`config.mk`:
```
export PLATFORM = sky130hd
export DESIGN_NAME = dtd_data_field
export DESIGN_NICKNAME = d
export VERILOG_FILES = /design/src/rtl/dtd_fifo.v /design/src/rtl/dtd_data_field.v
export VERILOG_INCLUDE_DIRS = /design/src /design/src/common
export SDC_FILE = /design/constraint.sdc
export NUM_CORES = 1
export LEC_CHECK = 0
export ABC_AREA = 1
export BUFFER_PORTS_ARGS = -buffer_cell sky130_fd_sc_hd__buf_2
export CAP_MARGIN = 0
export CORE_MARGIN = 4
export CORE_UTILIZATION = 45
export CTS_CLUSTER_SIZE = 10
export DETAILED_ROUTE_END_ITERATION = 10
export GPL_ROUTABILITY_DRIVEN = 0
export SYNTH_ARGS = -nofsm -noshare
export SYNTH_HDL_FRONTEND = slang
export SYNTH_SLANG_ARGS = --single-unit
```
`constraint.sdc`:
```
create_clock -name clock -period 2.1 [get_ports clock]
set_input_delay 0.525 -clock clock [delete_from_list [all_inputs] [get_ports clock]]
set_output_delay 0.525 -clock clock [all_outputs]
set_load 0.1 [all_outputs]
```
`src/common/dtd_regs.vh`:
```
// constants for the drive telegram data-field block
`ifndef DTD_REGS_VH
`define DTD_REGS_VH
// ***********************
// framing
// ***********************
`define DTD_START_CHAR      8'h02
`define DTD_BCC_INIT        8'h00
`define DTD_LEN_PROCESS     8'h06
`define DTD_LEN_PARAM       8'h0e
`define DTD_LEN_TEXT_MIN    8'h0a
// ***********************
// command / number word fields
// ***********************
`define DTD_CMD_MSB         15
`define DTD_CMD_LSB         12
`define DTD_PNU_MSB         11
`define DTD_PNU_LSB         0
// ***********************
// command codes
// ***********************
`define DTD_CMD_NONE        4'h0
`define DTD_CMD_READ        4'h1
`define DTD_CMD_WR_W        4'h2
`define DTD_CMD_WR_DW       4'h3
`define DTD_CMD_WRE_DW      4'hd
`define DTD_CMD_WRE_W       4'he
`define DTD_CMD_TEXT        4'hf
// ***********************
// response codes
// ***********************
`define DTD_RSP_NONE        4'h0
`define DTD_RSP_WORD        4'h1
`define DTD_RSP_DWORD       4'h2
`define DTD_RSP_FAIL        4'h7
`define DTD_RSP_TEXT        4'hf
// ***********************
// fault numbers
// ***********************
`define DTD_FLT_UNKNOWN     16'h0000
`define DTD_FLT_NO_WRITE    16'h0001
`define DTD_FLT_LIMIT       16'h0002
`define DTD_FLT_SUBIDX      16'h0003
`define DTD_FLT_NOT_ARRAY   16'h0004
`define DTD_FLT_TYPE        16'h0005
`define DTD_FLT_MODE        16'h000b
`define DTD_FLT_NO_BUS      16'h0052
`define DTD_FLT_FACTORY     16'h0053
// ***********************
// index high byte and data types
// ***********************
`define DTD_IDX_TEXT_RD     8'h04
`define DTD_IDX_TEXT_WR     8'h05
`define DTD_TYPE_I16        8'h03
`define DTD_TYPE_I32        8'h04
`define DTD_TYPE_U8         8'h05
`define DTD_TYPE_U16        8'h06
`define DTD_TYPE_U32        8'h07
`define DTD_TYPE_TEXT       8'h09
`define DTD_TYPE_BYTES      8'h0a
`define DTD_TYPE_TDIFF      8'h0d
`define DTD_TYPE_RSVD       8'h21
`define DTD_TYPE_BITS       8'h23
`endif

```
`src/rtl/dtd_fifo.v`:
```
// small valid/ready fifo for response bytes
`timescale 1ns/1ps
module dtd_fifo #(
  parameter WIDTH = 8,
  parameter DEPTH = 4,
  parameter AW    = 2
) (
  // clock and reset
  input  wire             clock,
  input  wire             nrst,
  // fill side
  input  wire [WIDTH-1:0] in_data,
  input  wire             in_valid,
  output wire             in_ready,
  // drain side
  output wire [WIDTH-1:0] out_data,
  output wire             out_valid,
  input  wire             out_ready
);
  reg [WIDTH-1:0] mem [0:DEPTH-1];
  reg [AW:0]      wr_reg;
  reg [AW:0]      rd_reg;
  wire            full;
  wire            empty;
  assign empty     = (wr_reg == rd_reg);
  assign full      = (wr_reg[AW-1:0] == rd_reg[AW-1:0]) && (wr_reg[AW] != rd_reg[AW]);
  assign in_ready  = ~full;
  assign out_valid = ~empty;
  assign out_data  = mem[rd_reg[AW-1:0]];
  always @(posedge clock)
  begin
    if (in_valid && !full)
      mem[wr_reg[AW-1:0]] <= in_data;
  end
  always @(posedge clock or negedge nrst)
  begin
    if (!nrst)
    begin
      wr_reg <= {(AW+1){1'b0}};
      rd_reg <= {(AW+1){1'b0}};
    end
    else
    begin
      if (in_valid && !full)
        wr_reg <= wr_reg + 1'b1;
      if (out_ready && !empty)
        rd_reg <= rd_reg + 1'b1;
    end
  end
endmodule // dtd_fifo

```
`src/rtl/dtd_data_field.v`:
```
// slave-side telegram data-field interpreter
// Operation
// checksum is running xor, cleared first
// response uses the request's layout; code sends every reply other than a process reply in the parameter layout
// process layout is four data bytes
// process words: control/reference, status/frequency
// two 16-bit process words, fixed order
// parameter layout twelve bytes, six words
// text layout: header, characters, process words; code decodes every non-process telegram in the twelve-byte parameter layout
// bits 15:12 command, 11:0 number
// decode the seven command codes
// return the five response codes
// failed command: code 7, fault in low
// only index low byte selects element
// value block two words, read returns value
// master writes value with write command
// text read: command f, index 4
// text write: command f, index 5
// text read only for type 9
// classify parameter data type codes
// values exchanged as scaled integers
// enumerated options carried as ordinal
// telegram starts 02, length, address
// length is data bytes plus two
// echo address byte unchanged
// eleven-bit characters, even parity
// bad checksum discards, no answer
`timescale 1ns/1ps
`include "dtd_regs.vh"
module dtd_data_field #(
  parameter FIFO_DEPTH = 4,
  parameter FIFO_AW    = 2
) (
  // clock and reset
  input  wire        clock,
  input  wire        nrst,
  // received characters from the uart
  input  wire [7:0]  rx_byte,
  input  wire        rx_valid,
  input  wire        rx_parity_ok,
  // response characters to the uart
  output reg  [7:0]  tx_byte,
  output reg         tx_valid,
  input  wire        tx_ready,
  // parameter store request
  output reg         par_req,
  output reg  [3:0]  par_cmd,
  output reg  [11:0] par_number,
  output reg  [7:0]  par_subindex,
  output reg  [31:0] par_wr_value,
  // parameter store answer
  input  wire        par_done,
  input  wire        par_fail,
  input  wire [15:0] par_fault,
  input  wire [31:0] par_rd_value,
  input  wire [7:0]  par_type,
  // process data
  output reg  [15:0] first_process_word,
  output reg  [15:0] second_process_word,
  output reg         process_strobe,
  input  wire [15:0] status_word,
  input  wire [15:0] output_frequency,
  // status
  output reg         bcc_error
);
  // *************************
  // receive state machine
  // *************************
  localparam S_START = 3'd0;
  localparam S_LEN   = 3'd1;
  localparam S_DATA  = 3'd2;
  localparam S_BCC   = 3'd3;
  localparam S_PAR   = 3'd4;
  localparam S_SEND  = 3'd5;
  reg [2:0]   state_reg;
  reg [7:0]   len_reg;
  reg [7:0]   cnt_reg;
  reg [7:0]   bcc_reg;
  reg [7:0]   addr_reg;
  reg [95:0]  data_reg;
  reg [7:0]   rx_s1_reg;
  reg [7:0]   rx_s2_reg;
  reg [2:0]   v_s_reg;
  reg         ok_s1_reg;
  reg         ok_s2_reg;
  reg [95:0]  rsp_reg;
  reg [7:0]   rsp_len_reg;
  reg [7:0]   rsp_idx_reg;
  reg [7:0]   rsp_bcc_reg;
  wire        rx_new;
  wire [15:0] cnw;
  wire [15:0] subw;
  wire [3:0]  cmd;
  wire        f_ready;
  wire [7:0]  f_data;
  wire        f_valid;
  reg  [7:0]  send_byte;
  // two-stage sampling; valid edge read only past the second stage
  always @(posedge clock or negedge nrst)
  begin
    if (!nrst)
    begin
      rx_s1_reg <= 8'h00;
      rx_s2_reg <= 8'h00;
      v_s_reg   <= 3'h0;
      ok_s1_reg <= 1'b0;
      ok_s2_reg <= 1'b0;
    end
    else
    begin
      rx_s1_reg <= rx_byte;
      rx_s2_reg <= rx_s1_reg;
      v_s_reg   <= {v_s_reg[1:0], rx_valid};
      ok_s1_reg <= rx_parity_ok;
      ok_s2_reg <= ok_s1_reg;
    end
  end
  assign rx_new = v_s_reg[1] & ~v_s_reg[2];
  // field split
  assign cnw  = data_reg[95:80];
  assign subw = data_reg[79:64];
  assign cmd  = cnw[`DTD_CMD_MSB:`DTD_CMD_LSB];
  // command decode helper
  function is_write;
    input [3:0] c;
    begin
      is_write = (c == `DTD_CMD_WR_W) || (c == `DTD_CMD_WR_DW) ||
                 (c == `DTD_CMD_WRE_DW) || (c == `DTD_CMD_WRE_W);
    end
  endfunction
  // numeric type check
  function is_numeric;
    input [7:0] t;
    begin
      is_numeric = (t == `DTD_TYPE_I16) || (t == `DTD_TYPE_I32) || (t == `DTD_TYPE_U8) ||
                   (t == `DTD_TYPE_U16) || (t == `DTD_TYPE_U32) || (t == `DTD_TYPE_TDIFF) ||
                   (t == `DTD_TYPE_BITS) || (t == `DTD_TYPE_BYTES);
    end
  endfunction
  // response bytes in order: start, length, address, data, check
  always @*
  begin
    if (rsp_idx_reg == 8'h00)
      send_byte = `DTD_START_CHAR;
    else if (rsp_idx_reg == 8'h01)
      send_byte = rsp_len_reg;
    else if (rsp_idx_reg == 8'h02)
      send_byte = addr_reg;
    else if (rsp_idx_reg == rsp_len_reg + 8'h01)
      send_byte = rsp_bcc_reg;
    else
      send_byte = rsp_reg[95:88];
  end
  always @(posedge clock or negedge nrst)
  begin
    if (!nrst)
    begin
      state_reg           <= S_START;
      len_reg             <= 8'h00;
      cnt_reg             <= 8'h00;
      bcc_reg             <= `DTD_BCC_INIT;
      addr_reg            <= 8'h00;
      data_reg            <= 96'h0;
      rsp_reg             <= 96'h0;
      rsp_len_reg         <= 8'h00;
      rsp_idx_reg         <= 8'h00;
      rsp_bcc_reg         <= 8'h00;
      par_req             <= 1'b0;
      par_cmd             <= 4'h0;
      par_number          <= 12'h000;
      par_subindex        <= 8'h00;
      par_wr_value        <= 32'h0;
      first_process_word  <= 16'h0000;
      second_process_word <= 16'h0000;
      process_strobe      <= 1'b0;
      bcc_error           <= 1'b0;
    end
    else
    begin
      process_strobe <= 1'b0;
      par_req        <= 1'b0;
      case (state_reg)
        S_START:
        begin
          // checksum cleared before the first byte
          bcc_reg <= `DTD_BCC_INIT;
          // wait for start character; R24 parity failures dropped
          if (rx_new && ok_s2_reg && rx_s2_reg == `DTD_START_CHAR)
          begin
            bcc_reg   <= rx_s2_reg;
            state_reg <= S_LEN;
          end
        end
        S_LEN:
          if (rx_new)
          begin
            // checksum covers all bytes before check byte
            bcc_reg   <= bcc_reg ^ rx_s2_reg;
            len_reg   <= rx_s2_reg;
            cnt_reg   <= 8'h00;
            // length at least address plus check plus four
            if (!ok_s2_reg || rx_s2_reg < `DTD_LEN_PROCESS || rx_s2_reg > `DTD_LEN_PARAM + 8'h0c)
              state_reg <= S_START;
            else
              state_reg <= S_DATA;
          end
        S_DATA:
          if (rx_new)
          begin
            bcc_reg <= bcc_reg ^ rx_s2_reg;
            cnt_reg <= cnt_reg + 8'h01;
            if (cnt_reg == 8'h00)
              addr_reg <= rx_s2_reg;
            else
              data_reg <= {data_reg[87:0], rx_s2_reg};
            if (!ok_s2_reg)
              state_reg <= S_START;
            else if (cnt_reg + 8'h02 == len_reg)
              state_reg <= S_BCC;
          end
        S_BCC:
          if (rx_new)
          begin
            // mismatch discards without reply
            if (rx_s2_reg != bcc_reg || !ok_s2_reg)
            begin
              bcc_error <= 1'b1;
              state_reg <= S_START;
            end
            else
            begin
              bcc_error <= 1'b0;
              // last two words are the process words
              first_process_word  <= data_reg[31:16];
              second_process_word <= data_reg[15:0];
              process_strobe      <= 1'b1;
              if (len_reg == `DTD_LEN_PROCESS)
              begin
                // process reply: status then frequency
                rsp_reg     <= {status_word, output_frequency, 64'h0};
                rsp_len_reg <= `DTD_LEN_PROCESS;
                state_reg   <= S_SEND;
              end
              else
              begin
                // only the low index byte; R13 R14 value block
                par_cmd      <= cmd;
                par_number   <= cnw[`DTD_PNU_MSB:`DTD_PNU_LSB];
                par_subindex <= subw[7:0];
                par_wr_value <= data_reg[63:32];
                par_req      <= (cmd != `DTD_CMD_NONE);
                // parameter reply keeps the long layout
                rsp_len_reg  <= `DTD_LEN_PARAM;
                rsp_reg      <= {`DTD_RSP_NONE, cnw[11:0], subw, 32'h0, status_word, output_frequency};
                if (cmd == `DTD_CMD_NONE)
                  state_reg <= S_SEND;
                else
                  state_reg <= S_PAR;
              end
            end
          end
        S_PAR:
          if (par_done)
          begin
            state_reg <= S_SEND;
            // failure code with fault number in low word
            if (par_fail)
              rsp_reg[95:32] <= {`DTD_RSP_FAIL, par_number, rsp_reg[79:64], 16'h0, par_fault};
            // text needs index 4 or 5 and type 9
            else if (par_cmd == `DTD_CMD_TEXT)
            begin
              if (par_type != `DTD_TYPE_TEXT ||
                  (rsp_reg[79:72] != `DTD_IDX_TEXT_RD && rsp_reg[79:72] != `DTD_IDX_TEXT_WR))
                rsp_reg[95:32] <= {`DTD_RSP_FAIL, par_number, rsp_reg[79:64], 16'h0, `DTD_FLT_TYPE};
              else
                rsp_reg[95:92] <= `DTD_RSP_TEXT;
            end
            // value returned, width by type
            else if (par_cmd == `DTD_CMD_READ || is_write(par_cmd))
            begin
              if (!is_numeric(par_type))
                rsp_reg[95:32] <= {`DTD_RSP_FAIL, par_number, rsp_reg[79:64], 16'h0, `DTD_FLT_TYPE};
              else if (par_type == `DTD_TYPE_I32 || par_type == `DTD_TYPE_U32 ||
                       par_type == `DTD_TYPE_TDIFF)
                rsp_reg[95:32] <= {`DTD_RSP_DWORD, par_number, rsp_reg[79:64], par_rd_value};
              else
                rsp_reg[95:32] <= {`DTD_RSP_WORD, par_number, rsp_reg[79:64], par_rd_value};
            end
            else
              rsp_reg[95:32] <= {`DTD_RSP_FAIL, par_number, rsp_reg[79:64], 16'h0, `DTD_FLT_UNKNOWN};
          end
        S_SEND:
        begin
          if (f_ready)
          begin
            // response checksum built the same way
            if (rsp_idx_reg == 8'h00)
              rsp_bcc_reg <= send_byte;
            else
              rsp_bcc_reg <= rsp_bcc_reg ^ send_byte;
            if (rsp_idx_reg > 8'h02)
              rsp_reg <= {rsp_reg[87:0], 8'h00};
            if (rsp_idx_reg == rsp_len_reg + 8'h01)
            begin
              rsp_idx_reg <= 8'h00;
              state_reg   <= S_START;
            end
            else
              rsp_idx_reg <= rsp_idx_reg + 8'h01;
          end
        end
        default:
          state_reg <= S_START;
      endcase
    end
  end
  // fifo decouples reply generation from a slow uart
  dtd_fifo #(
    .WIDTH (8),
    .DEPTH (FIFO_DEPTH),
    .AW    (FIFO_AW)
  ) u_fifo (
    .clock     (clock),
    .nrst      (nrst),
    .in_data   (send_byte),
    .in_valid  (state_reg == S_SEND),
    .in_ready  (f_ready),
    .out_data  (f_data),
    .out_valid (f_valid),
    .out_ready (~tx_valid | tx_ready)
  );
  always @(posedge clock or negedge nrst)
  begin
    if (!nrst)
    begin
      tx_byte  <= 8'h00;
      tx_valid <= 1'b0;
    end
    else if (~tx_valid | tx_ready)
    begin
      tx_byte  <= f_data;
      tx_valid <= f_valid;
    end
  end
endmodule // dtd_data_field

```
==> results.cfg <==
[run_status]
status = completed

[global_routing]
grt_pass1_vias = 14400
grt_max_degree = 97
grt_pass1_wl_um = 77500
grt_use_total_pct = 21.7
busiest_layer = met2
overflow = 0
gr-usage-met1_pct = 31.3
antenna_found_initial = 3
grtUsageMet3_pct = 5.35
grt_util_met2_pct = 32.9

[cells_and_area]
fillCellCount = 3711
final_area_um2 = 21500
drive_gt1_share_pct = 15.8
syn2layout_area_growth_pct = 19.4
nNetsFinal = 2461

[place]
io_buffers = 202
hpwlAfterDp_um = 33400
placed_cell_area_um2 = 20000

[pwr]
peakVddDrop_v = 0.000670
switchingPower_mw = 5.91
pwr-share-clk_pct = 36.7
power_switching_share_pct = 29.7
power_mw = 19.9
p_comb_share_pct = 17.5
power.density_nw_per_um2 = 925
intPower_mw = 14.0
p_leak_nw = 10.7
seqPwrFrac_pct = 45.8

[die]
io_pins = 203
num_rows = 73
coreArea_um2 = 39600
die_w_um = 208
dieArea_um2 = 43300
die_h_um = 208
initial_core_util_pct = 45.4

[worst_setup_path]
cpMaxStageDelayCell = buf_2
cp.required_ns = 1.57
critPathArrivalTime_ns = 1.51
r2r_start = state_reg[1]
crit_family = buffers and inverters
rr_endpoint = rsp_reg[14]
slowest_delay_ns = 0.47
startpoint_type = flip-flop
reg2reg_slack_ns = 0.09
cp_max_fo = 3
critPathBufInv = 1
r2r_cells = 8
critPathKind = flip-flop to output pin
setup.worst_path.end_class = output pin
cp_cell_sequence = buf_2

[route]
wl_per_cell_um = 16.6
first_pass_iters = 7
avgViaCountPerCell = 5.13
route.detailed.drc = 0
postRouteAntennaNets = 0
vias = 14800
drt-initial-drc-count = 1177
wl_um = 48000

[worst_hold_path]
hold_path_end = rx_s1_reg[7]
worstHoldPathCells = 1
hp-class = input pin to flip-flop
hp-start = rx_byte[7]

[clock_tree]
cts_tree = done
clkTransAtPathRegs_ns = 0.06
cts-buffers-inserted = 47
clkSinkCount = 404
htree_levels = 2
insertion_delay_ns = 0.57
cts_buffer_depth = 3
root_buffer = clkbuf_16

[sta]
setup_viol = 0
fin_skew_ns = 0.0181
fin_crit_sh_pct = 96.8
fmax_mhz = 492
rsz0062_at_grt = true
slew_headroom_pct = 52.9
drv_slew = 0
period_minus_slack_ns = 2.03
final-hold-violation-count = 0
timing.hold.ws_ns = 0.0648
worstMarginPinSlew_ns = 0.704

[synthesis]
ys.flop_type = dfrtp_1
synth_seq_cells = 404
ys_seq_area_share_pct = 57.0
postSynthAreaPerCell_um2 = 8.48
syn_area_um2 = 18000
netlist_instances = 2124
ys_warn_count = 0
synth_edf_count = 32
synthArstFlopShare_pct = 92.1
syn_nets = 2239
synth_cell_types = 42

[flow_run]
cap_violations = 0
-- power groups by stage --
stage          registers, mW  logic, mW  clock network, mW
2_1_floorplan           9.75       1.76                  0
3_3_place_gp            9.20       3.41                  0
3_5_place_dp            9.22       3.47                  0
4_1_cts                 9.09       3.48               7.49
5_1_grt                 9.18       3.88               7.83
6_report                9.09       3.48               7.30
-- layout by cell type, fill, tap and decap left out, drive strengths merged --
master	Yosys	routed
nor2	130	130
o21ai	276	276
a31o	1	1
o211ai	34	34
nand3	103	103
nand4	19	19
dfrtp	372	372
nor2b	1	1
xnor2	15	15
clkbuf	71	62
edfxtp	32	32
clkinvlp	0	1
nor4	2	2
nand3b	3	3
a22oi	23	23
nor3b	3	3
or2	2	2
buf	33	275
nand2	731	731
nor3	11	11
ha	12	12
diode	0	1
xor2	18	18
o31ai	7	7
inv	188	188
clkinv	1	3
dlygate4sd3	0	1
o32ai	1	1
a31oi	8	8
a21oi	26	26
and3	1	1
-- metal layers --
metal / wire, um / share of wire, %
met1: 22000 / 46
met2: 21300 / 44
met5: 27 / 0.056
met3: 3430 / 7.2
met4: 1170 / 2.4
-- synth_stat cells, types with 20 or more instances --
master / n / area, um2
edfxtp_1: 32 / 961
a21oi_1: 25 / 125
o21ai_1: 20 / 100
nand2_1: 726 / 2730
clkbuf_1: 71 / 267
o211ai_1: 34 / 255
nor2_1: 126 / 473
dfrtp_1: 372 / 9310
nand3_1: 102 / 510
a22oi_1: 23 / 173
o21ai_0: 256 / 1280
inv_1: 186 / 698
-- through the flow --
stage / util, % / cells / setup slack [ns] / setup TNS, ns
3_3_place_gp: 50.6 / 2819 / 0.0817 / 0
3_5_place_dp: 50.6 / 2819 / -0.0156 / -0.0465
5_1_grt: 54.2 / 2886 / -0.0457 / -0.155
2_1_floorplan: - / 2124 / 0.0254 / 0
4_1_cts: 53.9 / 2884 / 0.0436 / 0
6_report: 54.2 / 2887 / 0.0664 / 0
-- worst max path at each step --
stage                               from                to  slack, ns  cells past startpoint
after floorplan               par_cmd[0]       rsp_reg[48]       0.03                     11
after global placement       par_type[4]       rsp_reg[32]       0.08                     12
after detailed placement     par_type[4]       rsp_reg[62]      -0.02                     12
after CTS                 rsp_idx_reg[6]  u_fifo.mem[3][4]       0.04                      9
after global routing        state_reg[1]       rsp_reg[25]      -0.05                      8
final                      par_number[7]     par_number[7]       0.07                      1
-- area by class of cell --
type                       instances  area [um2]  share of cell area (%)
inverter                         189         713                    3.32
clock inverter                     3        30.0                   0.140
antenna                            1        2.50                  0.0116
timing repair buffer             277        1850                    8.62
clock buffer                      61        1290                    6.00
sequential                       404       10300                    47.8
multi-input combinational       1427        6680                    31.1
tap                              525         657                    3.06
-- what timing repair did --
| action | in CTS | in global routing |
|---|---|---|
| setup buffers | 0 | 1 |
| gates resized for setup | 1 | 21 |
| gates cloned | 0 | 1 |
| pin swaps | 0 | 3 |
| hold buffers | 1 | 0 |
| hold endpoints to repair | 27 | 0 |
| setup endpoints to repair | 4 | 160 |
-- logic make-up after synthesis --
family          synth area share (%)
simple gates                    22.6
compound gates                  11.5
flops                           57.0
xor+xnor                        1.61
buf+inv                         6.44
fa+ha+maj                      0.834
-- worst register-to-register path, cell delays in order (launching register included) --
cell	delay, ns
dfrtp_1	0.40
inv_2	0.13
nand2_4	0.09
nor2_4	0.24
buf_12	0.36
nor2_2	0.13
buf_12	0.19
a22oi_1	0.22
o21ai_0	0.12
Power figures use the tool's default switching activity.
